`src/adc_cfg_defs.vh`:
```
/*
 Constants for the converter's configuration and calibration register bank.
 Assumes it is included by bare name from the bank and its restart timer.
*/
`ifndef ADC_CFG_DEFS_VH
`define ADC_CFG_DEFS_VH

`define ADDR_RATE_FILTER 5'h01
`define ADDR_INPUT_GAIN 5'h02
`define ADDR_HP_LOW 5'h03
`define ADDR_HP_HIGH 5'h04
`define ADDR_OFS_LOW 5'h05
`define ADDR_OFS_MID 5'h06
`define ADDR_OFS_HIGH 5'h07
`define ADDR_FS_LOW 5'h08
`define ADDR_FS_MID 5'h09
`define ADDR_FS_HIGH 5'h0a
`define ADDR_FIRST 5'h01
`define ADDR_LAST 5'h0a

`define RST_RATE_FILTER 8'h52
`define RST_INPUT_GAIN 8'h08
`define RST_HP_LOW 8'h32
`define RST_HP_HIGH 8'h03
`define RST_OFS 8'h00
`define RST_FS_LOW 8'h00
`define RST_FS_MID 8'h00
`define RST_FS_HIGH 8'h40

`define BIT_ALIGN 7
`define RATE_HI 5
`define RATE_LO 3
`define BIT_PHASE 2
`define CHAIN_HI 1
`define CHAIN_LO 0
`define MUX_HI 6
`define MUX_LO 4
`define BIT_AMP_MODULATION_ENABLE 3
`define GAIN_HI 2
`define GAIN_LO 0

`define OP_READ 3'h1
`define OP_WRITE 3'h2

`define BYTE_GAP_CYCLES 24
`define RESTART_RESULTS 63

`endif

```
`src/adc_config_calibration_regs.v`:
```
/*
 Configuration and calibration register bank of a delta-sigma converter, reached
 by byte-wide register read and write commands from the serial port decoder.
 Assumes the port delivers each received byte as a one-cycle strobe on mclk_in,
 that a low frame signal ends any command, and that bytes are at least the
 documented gap apart.
*/
//
// Contract
// - Top bit selects pulse or continuous alignment.
// - Rate field picks 250 to 4000 samples.
// - Bit two picks linear or minimum phase.
// - Chain field selects sinc, low-pass, high-pass stages.
// - Input selector picks one of five connections.
// - Bit three enables amplifier chopping, default on.
// - Gain equals two to the code power.
// - Reduced variant accepts only gains 1, 4, 16.
// - Corner word spans low and high bytes.
// - Corner word resets to 0332h.
// - Offset word in 05h-07h, resets zero.
// - Full-scale word in 08h-0Ah, resets 400000h.
// - First configuration register resets to 52h.
// - Second configuration register resets to 08h.
// - Any write to 01h-0Ah restarts converter, losing 63 results.
// - Two-byte opcode with address and count, gapped.
`timescale 1ns/1ns
`include "adc_cfg_defs.vh"

module adc_config_calibration_regs #(
   parameter REDUCED_GAIN = 0,
   parameter GAP_CYCLES = `BYTE_GAP_CYCLES
) (
   input wire mclk_in,
   input wire rst_n_in,
   input wire frame_in,
   input wire rx_valid_in,
   input wire [7:0] rx_byte_in,
   input wire tx_taken_in,
   input wire result_strobe_in,
   output reg [7:0] tx_byte_out,
   output reg tx_valid_out,
   output reg gap_error_out,
   output reg continuous_align_out,
   output reg [2:0] output_rate_field,
   output reg min_phase_out,
   output reg [1:0] filter_chain_field,
   output reg [2:0] input_select_out,
   output reg amp_modulation_enable,
   output reg [2:0] amp_gain_field,
   output reg [15:0] highpass_corner_word,
   output reg [23:0] offset_cal_word,
   output reg [23:0] fullscale_cal_word,
   output reg converter_restart_out,
   output wire settling_out
);
   localparam ST_OP = 2'd0;
   localparam ST_COUNT = 2'd1;
   localparam ST_WDATA = 2'd2;
   localparam ST_RDATA = 2'd3;

   reg [7:0] rate_filter_config;
   reg [7:0] input_gain_config;
   reg [7:0] highpass_corner_low;
   reg [7:0] highpass_corner_high;
   reg [7:0] offset_cal_low;
   reg [7:0] offset_cal_mid;
   reg [7:0] offset_cal_high;
   reg [7:0] fullscale_cal_low;
   reg [7:0] fullscale_cal_mid;
   reg [7:0] fullscale_cal_high;

   reg [1:0] state;
   reg [4:0] addr;
   reg [4:0] remaining;
   reg is_write;
   reg [5:0] gap_count;
   reg wr_en;
   reg [7:0] wr_data;
   reg [4:0] wr_addr;
   reg [7:0] rd_data;
   reg [2:0] gain_ok;

   // Register read mux; unmapped addresses read zero.
   always @* begin
      rd_data = 8'h00;
      case (addr)
         `ADDR_RATE_FILTER: rd_data = rate_filter_config;
         `ADDR_INPUT_GAIN: rd_data = input_gain_config;
         `ADDR_HP_LOW: rd_data = highpass_corner_low;
         `ADDR_HP_HIGH: rd_data = highpass_corner_high;
         `ADDR_OFS_LOW: rd_data = offset_cal_low;
         `ADDR_OFS_MID: rd_data = offset_cal_mid;
         `ADDR_OFS_HIGH: rd_data = offset_cal_high;
         `ADDR_FS_LOW: rd_data = fullscale_cal_low;
         `ADDR_FS_MID: rd_data = fullscale_cal_mid;
         `ADDR_FS_HIGH: rd_data = fullscale_cal_high;
         default: rd_data = 8'h00;
      endcase
   end

   // Reduced-gain variant keeps the old gain when an unsupported code arrives.
   always @* begin
      gain_ok = wr_data[`GAIN_HI:`GAIN_LO];
      if (REDUCED_GAIN != 0) begin
         if (wr_data[`GAIN_LO] || wr_data[`GAIN_HI:`GAIN_LO] == 3'h6) begin
            gain_ok = input_gain_config[`GAIN_HI:`GAIN_LO];
         end
      end
   end

   // Command sequencer: opcode, count, then data bytes in or out.
   always @(posedge mclk_in) begin
      if (!rst_n_in) begin
         state <= ST_OP;
         addr <= 5'h00;
         remaining <= 5'h00;
         is_write <= 1'b0;
         gap_count <= 6'h00;
         gap_error_out <= 1'b0;
         wr_en <= 1'b0;
         wr_data <= 8'h00;
         wr_addr <= 5'h00;
         tx_byte_out <= 8'h00;
         tx_valid_out <= 1'b0;
      end else begin
         wr_en <= 1'b0;
         gap_error_out <= 1'b0;
         if (gap_count != 6'h00) begin
            gap_count <= gap_count - 6'h01;
         end
         if (!frame_in) begin
            state <= ST_OP;
            tx_valid_out <= 1'b0;
         end else if (state == ST_RDATA) begin
            if (tx_taken_in || !tx_valid_out) begin
               if (tx_valid_out && remaining == 5'h00) begin
                  tx_valid_out <= 1'b0;
                  state <= ST_OP;
               end else begin
                  if (tx_valid_out) begin
                     addr <= addr + 5'h01;
                     remaining <= remaining - 5'h01;
                  end
                  tx_valid_out <= 1'b0;
               end
            end else begin
               tx_byte_out <= rd_data;
            end
            if (!tx_valid_out && state == ST_RDATA) begin
               tx_byte_out <= rd_data;
               tx_valid_out <= 1'b1;
            end
         end else if (rx_valid_in) begin
            gap_count <= GAP_CYCLES[5:0];
            if (gap_count != 6'h00) begin
               gap_error_out <= 1'b1;
            end
            case (state)
               ST_OP: begin
                  addr <= rx_byte_in[4:0];
                  if (rx_byte_in[7:5] == `OP_WRITE) begin
                     is_write <= 1'b1;
                     state <= ST_COUNT;
                  end else if (rx_byte_in[7:5] == `OP_READ) begin
                     is_write <= 1'b0;
                     state <= ST_COUNT;
                  end
               end
               ST_COUNT: begin
                  remaining <= rx_byte_in[4:0];
                  state <= is_write ? ST_WDATA : ST_RDATA;
               end
               ST_WDATA: begin
                  wr_en <= 1'b1;
                  wr_data <= rx_byte_in;
                  wr_addr <= addr;
                  addr <= addr + 5'h01;
                  remaining <= remaining - 5'h01;
                  if (remaining == 5'h00) begin
                     state <= ST_OP;
                  end
               end
               default: state <= ST_OP;
            endcase
         end
      end
   end

   // Register storage with reset defaults.
   always @(posedge mclk_in) begin
      if (!rst_n_in) begin
         rate_filter_config <= `RST_RATE_FILTER;
         input_gain_config <= `RST_INPUT_GAIN;
         highpass_corner_low <= `RST_HP_LOW;
         highpass_corner_high <= `RST_HP_HIGH;
         offset_cal_low <= `RST_OFS;
         offset_cal_mid <= `RST_OFS;
         offset_cal_high <= `RST_OFS;
         fullscale_cal_low <= `RST_FS_LOW;
         fullscale_cal_mid <= `RST_FS_MID;
         fullscale_cal_high <= `RST_FS_HIGH;
         converter_restart_out <= 1'b0;
      end else begin
         converter_restart_out <= 1'b0;
         if (wr_en && wr_addr >= `ADDR_FIRST && wr_addr <= `ADDR_LAST) begin
            converter_restart_out <= 1'b1;
         end
         if (wr_en) begin
            case (wr_addr)
               `ADDR_RATE_FILTER: rate_filter_config <= wr_data;
               `ADDR_INPUT_GAIN: input_gain_config <= {wr_data[7:3], gain_ok};
               `ADDR_HP_LOW: highpass_corner_low <= wr_data;
               `ADDR_HP_HIGH: highpass_corner_high <= wr_data;
               `ADDR_OFS_LOW: offset_cal_low <= wr_data;
               `ADDR_OFS_MID: offset_cal_mid <= wr_data;
               `ADDR_OFS_HIGH: offset_cal_high <= wr_data;
               `ADDR_FS_LOW: fullscale_cal_low <= wr_data;
               `ADDR_FS_MID: fullscale_cal_mid <= wr_data;
               `ADDR_FS_HIGH: fullscale_cal_high <= wr_data;
               default: ;
            endcase
         end
      end
   end

   // Field outputs registered from the stored bytes, one cycle after the write.
   always @(posedge mclk_in) begin
      if (!rst_n_in) begin
         continuous_align_out <= 1'b0;
         output_rate_field <= 3'h2;
         min_phase_out <= 1'b0;
         filter_chain_field <= 2'h2;
         input_select_out <= 3'h0;
         amp_modulation_enable <= 1'b1;
         amp_gain_field <= 3'h0;
         highpass_corner_word <= {`RST_HP_HIGH, `RST_HP_LOW};
         offset_cal_word <= {`RST_OFS, `RST_OFS, `RST_OFS};
         fullscale_cal_word <= {`RST_FS_HIGH, `RST_FS_MID, `RST_FS_LOW};
      end else begin
         continuous_align_out <= rate_filter_config[`BIT_ALIGN];
         output_rate_field <= rate_filter_config[`RATE_HI:`RATE_LO];
         min_phase_out <= rate_filter_config[`BIT_PHASE];
         filter_chain_field <= rate_filter_config[`CHAIN_HI:`CHAIN_LO];
         input_select_out <= input_gain_config[`MUX_HI:`MUX_LO];
         amp_modulation_enable <= input_gain_config[`BIT_AMP_MODULATION_ENABLE];
         amp_gain_field <= input_gain_config[`GAIN_HI:`GAIN_LO];
         highpass_corner_word <= {highpass_corner_high, highpass_corner_low};
         offset_cal_word <= {offset_cal_high, offset_cal_mid, offset_cal_low};
         fullscale_cal_word <= {fullscale_cal_high, fullscale_cal_mid, fullscale_cal_low};
      end
   end

   restart_timer #(
      .DISCARD(`RESTART_RESULTS)
   ) u_restart_timer (
      .mclk_in(mclk_in),
      .rst_n_in(rst_n_in),
      .restart_in(converter_restart_out),
      .result_in(result_strobe_in),
      .settling_out(settling_out)
   );
endmodule

```
`src/restart_timer.v`:
```
/*
 Counts the conversion results discarded after a register write.
 Assumes a one-cycle result strobe from the conversion path on the same clock.
*/
`timescale 1ns/1ns
`include "adc_cfg_defs.vh"

module restart_timer #(
   parameter DISCARD = `RESTART_RESULTS
) (
   input wire mclk_in,
   input wire rst_n_in,
   input wire restart_in,
   input wire result_in,
   output reg settling_out
);
   reg [6:0] left;

   always @(posedge mclk_in) begin
      if (!rst_n_in) begin
         left <= 7'h00;
         settling_out <= 1'b0;
      end else if (restart_in) begin
         // A fresh write restarts the count even mid-settling.
         left <= DISCARD[6:0];
         settling_out <= 1'b1;
      end else if (result_in && left != 7'h00) begin
         left <= left - 7'h01;
         settling_out <= (left != 7'h01);
      end
   end
endmodule

```
`config.mk`:
```
export PLATFORM = sky130hd
export DESIGN_NAME = adc_config_calibration_regs
export DESIGN_NICKNAME = d
export VERILOG_FILES = /design/src/adc_config_calibration_regs.v /design/src/restart_timer.v
export VERILOG_INCLUDE_DIRS = /design/src
export SDC_FILE = /design/constraint.sdc
export NUM_CORES = 1
export LEC_CHECK = 0
export ABC_CLOCK_PERIOD_IN_PS = 1890
export BUFFER_PORTS_ARGS = -buffer_cell sky130_fd_sc_hd__buf_2
export CAP_MARGIN = 20
export CORE_MARGIN = 2
export CORE_UTILIZATION = 45
export DETAILED_ROUTE_END_ITERATION = 16
export PLACE_DENSITY = 0.67
export SLEW_MARGIN = 20
export SYNTH_ARGS = -nofsm -noshare
export SYNTH_HDL_FRONTEND = slang
export SYNTH_SLANG_ARGS = --single-unit
```
`constraint.sdc`:
```
create_clock -name mclk_in -period 1.89 [get_ports mclk_in]
set_input_delay 0.0945 -clock mclk_in [delete_from_list [all_inputs] [get_ports mclk_in]]
set_output_delay 0.0945 -clock mclk_in [all_outputs]
set_load 0.01 [all_outputs]
```
Word level (Yosys, flattened, before mapping)
Index checks and enable logic that the tools add are counted.

word-level totals
  register bits after elaboration = 210
  input port bits = 14
  output and inout port bits = 90
  word-level logic and storage cells = 154

cells by class
  $add $sub $neg = 4
  $lt $le $gt $ge = 2
  equality and inequality tests = 33
  multiplexer cells = 39
  bitwise logic cells = 4
  reductions and logical operators = 37

operators by type and width
  operator                                          count
  case mux 8 bit (10 select lines)                  1
  2-to-1 mux 5 bit                                  10
  == test 5 x 3 -> 1 bit, second input constant     8
  2-to-1 mux 6 bit                                  6
  == test 5 x 4 -> 1 bit, second input constant     6
  AND reduction 2 bit                               12
  == test 5 x 2 -> 1 bit, second input constant     4
  case mux 5 bit (2 select lines)                   2
  2-to-1 mux 8 bit                                  2
  2-to-1 mux 2 bit                                  7
  AND reduction 6 bit                               2
  == test 5 x 1 -> 1 bit, second input constant     2
  2-to-1 mux 1 bit                                  10
  AND reduction 5 bit                               2
  != test 2 bit, second input constant              4
  nonzero test 2 bit                                4
  != test 7 x 1 -> 1 bit, second input constant     1
  nonzero test 7 bit                                1
  subtractor 7 x 1 -> 7 bit, second input constant  1
  case mux 2 bit (3 select lines)                   1
  nonzero test 3 bit                                2
  nonzero test 6 bit                                1
  subtractor 6 x 1 -> 6 bit, second input constant  1
  adder 5 x 1 -> 5 bit, second input constant       1
  20 further kinds                                  28

Longest topological paths before layout
  word-level depth = 6
  mapped depth = 8
  gate-level depth less buffers = 7

Hierarchy
Synthesis repeated with hierarchy kept, for this count alone.

unflattened totals
  cell total of the unflattened synthesis = 919
  area total of the unflattened synthesis = 8257.9 sq um

by module, submodules not included
  module                       instances  cells an instance  area an instance (sq um)  sequential area each (sq um)
  adc_config_calibration_regs  1          874                7810.0                    4043.9
  restart_timer                1          45                 447.9                     160.2

Worst setup path after synthesis
No wires, ideal clock.

  path kind = register to register
  from = register addr[0]
  to = register tx_byte_out[7]
  setup time = 69 ps
  arrival = 1783 ps
  data required time = 1821 ps
  slack = 38 ps
  cell stages (with the launch flop) = 9
  buffers on the path = 1
  clock period less this slack = 1852 ps
  cell sequence = dfxtp_1 -> inv_1 -> ha_1 -> buf_6 -> nor3_2 -> o21a_1 -> or4_4 -> or2_4 -> o21ai_1

on the way
  cells in the longest elaborated chain, start to end = 4
  elaborated cells on any way between the ends = 13
  classes of those cells = eq/ne: 10; mux: 3

RTL lines
  item                                                  line                               text
  start: declaration                                    adc_config_calibration_regs.v:73   reg [4:0] addr;
  start signal: assignment                              adc_config_calibration_regs.v:141  addr <= addr + 5'h01;
  start signal: assignment                              adc_config_calibration_regs.v:160  addr <= rx_byte_in[4:0];
  start signal: assignment                              adc_config_calibration_regs.v:177  addr <= addr + 5'h01;
  == test 5 x 4 -> 1 bit, or another cell as far along  adc_config_calibration_regs.v:86   case (addr)
  case mux 8 bit (10 select lines) (*)                  adc_config_calibration_regs.v:86
  2-to-1 mux 8 bit                                      adc_config_calibration_regs.v:135  if (tx_taken_in || !tx_valid_out) begin
  2-to-1 mux 8 bit (*)                                  adc_config_calibration_regs.v:149  if (!tx_valid_out && state == ST_RDATA) begin
  end signal: assignment                                adc_config_calibration_regs.v:147  tx_byte_out <= rd_data;
  end signal: assignment                                adc_config_calibration_regs.v:150  tx_byte_out <= rd_data;
  end: declaration                                      adc_config_calibration_regs.v:40   output reg [7:0] tx_byte_out,

Mark *: on every way between the ends. The rest lies on a longest branch, timed or not. The select of a mux whose other input is x is not followed.
A chain may end at the register's enable or synchronous reset.

Worst setup path after layout
  from = register addr[1]
  to = register tx_byte_out[0]

The elaborated chain is that of the path after synthesis.

==> impl_metrics.csv <==
group,metric,value,unit
outcome,outcome,"finished clean",
grt,grt_first_pass_wirelength,35300,um
route,drtPass1Iterations,5,
worst_setup_path,path_max_fanout,7,
power_and_ir_drop,power-per-cell-area,1020,mW/mm^2
yosys,post_synth_main_area_contributors,"sky130_fd_sc_hd__dfxtp_1 51%, sky130_fd_sc_hd__nand2_1 6.4%, sky130_fd_sc_hd__a21oi_1 5.4%",
yosys,yosys_warnings,0,
cells_and_area,post-route-cell-area,0.0102,mm^2
place,finalWeightedCongestion,0.961,
sta,final_count_of_pins_violating_max_slew,0,
yosys,ys_dominant_reg_cell,"sky130_fd_sc_hd__dfxtp_1",
worst_setup_path,worst_ep_required_time,2.33,ns
worst_setup_path,worstReg2RegStart,"addr[1]$_SDFFE_PN0P_",
worst_setup_path,crit_arrival,2.28,ns
sta,fin_skew,0.0143,ns
worst_setup_path,worst-setup-path-type,"reg2reg",
sta,max_slew.worst_pin.slew,0.765,ns
yosys,yosysTopAreaCellShare,51.3,%
grt,grt_util_met2,38.0,%
place,place.port_buffers,103,
grt,antenna_violations_before_repair,0,
clocking,cts_tree,"done",
cells_and_area,finalCoreUtilization,56.8,%
place,dp_hpwl,15800,um
clocking,clock_insertion_delay_worst_skew,0.50,ns
worst_setup_path,worstPathCellList,"inv_6 -> ha_4 -> nor3_2 -> o21a_1 -> or4_4 -> or2_4 -> o21ai_1",
sta,timing.setup.tns,0,ns
sta,setup_viol,0,
sta,max_freq,0.541,GHz
cells_and_area,antennaDiodeCount,0,
grt,globalRouteOverflowTotal,0,
cells_and_area,area_delta_synth_final,24.3,%
yosys,seq_area_frac_synth,51.3,%
power_and_ir_drop,total_power,10.4,mW
min_path,timing.hold.worst_endpoint,"remaining[3]$_SDFFE_PN0P_",
yosys,synth.largest_area_cell,"sky130_fd_sc_hd__dfxtp_1",
sta,final.min_clock_period,1.85,ns
grt,maximum_number_of_pins_on_one_net_before_global_route_repair,63,
power_and_ir_drop,cellLeakagePower,4.03,nW
worst_setup_path,cpMaxStageDelayCell,"sky130_fd_sc_hd__or4_4",
job,drv_cap,0,
place,dpl_cell_area,0.00912,mm^2
sta,final_min_period_over_clock_period,97.7,%
grt,groute.usage.overall,22.5,%
yosys,synth_edf_count,0,
min_path,min-delay-path-class,"in2reg",
yosys,syn-instance-count,916,
route,postRouteWirelength,22500,um
grt,first_global_vias,6526,
clocking,cts_htree_levels,1,
die,design.core.area,0.0179,mm^2
grt,global_route.peak_usage_layer,"met2",
yosys,synth_cell_types,69,
die,dieArea,0.0193,mm^2
cells_and_area,layout-drive-gt1-share,21.6,%
cells_and_area,layout.filler_cells,1630,
grt,use_met1,30.2,%
route,num_vias,7006,
yosys,synthMostInstantiatedCell,"sky130_fd_sc_hd__dfxtp_1",
power_and_ir_drop,combinational_power_share,9.8,%
yosys,cell_area_after_technology_mapping,0.00819,mm^2
worst_setup_path,crit_path_start_kind,"flop",
yosys,syn_nets,939,
power_and_ir_drop,pwr-share-seq,44.8,%
worst_setup_path,worst_setup_path_end_kind,"flop",
die,top_level_ports,104,
cells_and_area,nets,1062,
clocking,worst_setup_hold_path_clk_slew,0.06,ns
yosys,postSynth.asyncResetShare,0,%
route,mean_number_of_vias_per_cell,5.46,
min_path,timing.hold.worst_path_depth,3,
route,routedWlPerCell,17.5,um
power_and_ir_drop,cell_internal_pwr,7.98,mW
worst_setup_path,regToRegEndpoint,"tx_byte_out[0]$_SDFFE_PN0P_",
clocking,tritoncts.num_buffers,22,
route,antenna_violating_nets_post_route,0,
die,die_w,139,um
yosys,synth.cells.most_frequent,"210 x sky130_fd_sc_hd__dfxtp_1, 140 x sky130_fd_sc_hd__nand2_1, 89 x sky130_fd_sc_hd__a21oi_1",
power_and_ir_drop,switchingPower,2.42,mW
power_and_ir_drop,p_sw_share,23.3,%
sta,hold_viol,0,
clocking,cts_buffer_depth,3,
sta,final.hold.worst_slack,0.0607,ns
power_and_ir_drop,power.ir.vdd_worst,0.888,mV
clocking,numClockSinks,210,
yosys,synth_seq_cells,210,
min_path,hold_start,"rst_n_in",
power_and_ir_drop,clockPowerShare,45.3,%
worst_setup_path,r2r_setup_slk,0.04,ns
yosys,syn_area_per_cell,8.94,um^2
sta,slew-limit-headroom,48.9,%
grt,grtUsageMet3,3.07,%
worst_setup_path,reg2reg_depth,7,
die,initial_utilization,45.8,%
die,rows,49,
die,die_h,139,um
worst_setup_path,timing.critical_path.slowest_cell_delay,0.51,ns
route,drc_violations_left,0,
clocking,clock_tree.root_cell,"sky130_fd_sc_hd__clkbuf_16",
route,drt-initial-drc-count,531,
layout make-up:
cell class | count | area, um^2 | area share, %
Sequential cell | 210 | 4210 | 41.4
Multi-Input combinational cell | 628 | 3750 | 36.8
Timing Repair Buffer | 164 | 1060 | 10.4
Clock buffer | 30 | 652 | 6.41
Tap cell | 229 | 287 | 2.82
Clock inverter | 10 | 163 | 1.60
Inverter | 13 | 56.3 | 0.553
placed cells by master, fill, tap and decap left out, types with 23 or more instances in the layout:
cell type                   netlist  final
sky130_fd_sc_hd__nand3_1         80     80
sky130_fd_sc_hd__a21oi_1         89     89
sky130_fd_sc_hd__and2_1          70     70
sky130_fd_sc_hd__dfxtp_1        210    208
sky130_fd_sc_hd__nand2_1        140    140
sky130_fd_sc_hd__buf_4            5     46
sky130_fd_sc_hd__mux2i_1         29     29
sky130_fd_sc_hd__nor2_1          32     31
sky130_fd_sc_hd__clkbuf_16        0     23
sky130_fd_sc_hd__buf_2           11    103
critical path, delay by kind of cell, from the launching register on:
| kind | cells | cell delay (ns) |
|---|---|---|
| and+or+nand+nor | 3 | 0.87 |
| DFF | 1 | 0.37 |
| AOI/OAI and AO/OA | 2 | 0.30 |
| adders and majority gates | 1 | 0.15 |
| buffers and inverters | 1 | 0.07 |
how the worst max path moves through the flow:
stage / endpoint / cells after the start / startpoint / slack [ns]
after floorplan: tx_byte_out[7]$_SDFFE_PN0P_ / 8 / addr[0]$_SDFFE_PN0P_ / 0.04
after global placement: tx_byte_out[0]$_SDFFE_PN0P_ / 7 / addr[1]$_SDFFE_PN0P_ / 0.07
after detailed placement: tx_byte_out[3]$_SDFFE_PN0P_ / 7 / addr[1]$_SDFFE_PN0P_ / -0.01
after CTS: tx_byte_out[3]$_SDFFE_PN0P_ / 7 / addr[0]$_SDFFE_PN0P_ / 0.006
after global routing: remaining[2]$_SDFFE_PN0P_ / 5 / tx_valid_out$_SDFFE_PN0P_ / -0.009
final: tx_byte_out[0]$_SDFFE_PN0P_ / 7 / addr[1]$_SDFFE_PN0P_ / 0.04
cell families (layout without fill, tap and decap cells):
kind of cell / count (synthesis) / count (layout) / share of synthesized area (%)
buffers and inverters: 78 / 217 / 4.06
adder cells (fa/ha/maj): 9 / 9 / 1.37
multiplexers: 33 / 33 / 4.09
XOR/XNOR: 8 / 8 / 0.856
AO/OA/AOI/OAI: 182 / 182 / 13.7
flip-flops: 210 / 210 / 51.3
AND/OR/NAND/NOR: 396 / 396 / 24.5
metrics by stage:
| stage | setup WS, ns | cells |
|---|---|---|
| 3_5_place_dp | -0.0108 | 1229 |
| 2_1_floorplan | 0.0377 | 916 |
| 5_1_grt | -0.00858 | 1284 |
| 6_report | 0.0428 | 1284 |
| 4_1_cts | 0.00580 | 1279 |
| 3_3_place_gp | 0.0746 | 1229 |
power groups by stage:
stage	clock, mW	combinational [mW]	sequential [mW]
detailed placement	0	0.952	4.76
global route	4.99	1.15	4.68
CTS	4.80	0.979	4.66
floorplan	0	0.737	4.74
global placement	0	0.937	4.76
finish	4.72	1.02	4.66
state kept, by name, summed over array words and instances (netlist names), 3 cells and up:
| register | cells |
|---|---|
| wr_data | 8 |
| output_rate_field | 3 |
| remaining | 5 |
| offset_cal_low | 8 |
| offset_cal_mid | 8 |
| offset_cal_word | 24 |
| u_restart_timer.left | 7 |
| highpass_corner_word | 16 |
| highpass_corner_low | 8 |
| fullscale_cal_low | 8 |
| wr_addr | 5 |
| fullscale_cal_high | 8 |
| rate_filter_config | 8 |
| input_gain_config | 8 |
| amp_gain_field | 3 |
| offset_cal_high | 8 |
| highpass_corner_high | 8 |
| fullscale_cal_word | 24 |
| tx_byte_out | 8 |
| gap_count | 6 |
| input_select_out | 3 |
| addr | 5 |
| fullscale_cal_mid | 8 |
metal layers:
metal  part of all wire (%)  vias to the layer above  wire length, um
met5                      0                        -                0
li1                       -                     3409                -
met3                    6.1                       47             1380
met2                     47                      273            10700
met4                    2.6                        0              575
met1                     44                     3277             9890
what timing repair did:
item / CTS / global route
resized for setup: 6 / 24
hold buffers: 10 / 0
buffers inserted: 0 / 5
pin swaps: 0 / 7
endpoints found under the setup margin: 7 / 18
endpoints found under the hold margin: 15 / 0
Note: power is estimated with default switching activity, not from simulation.
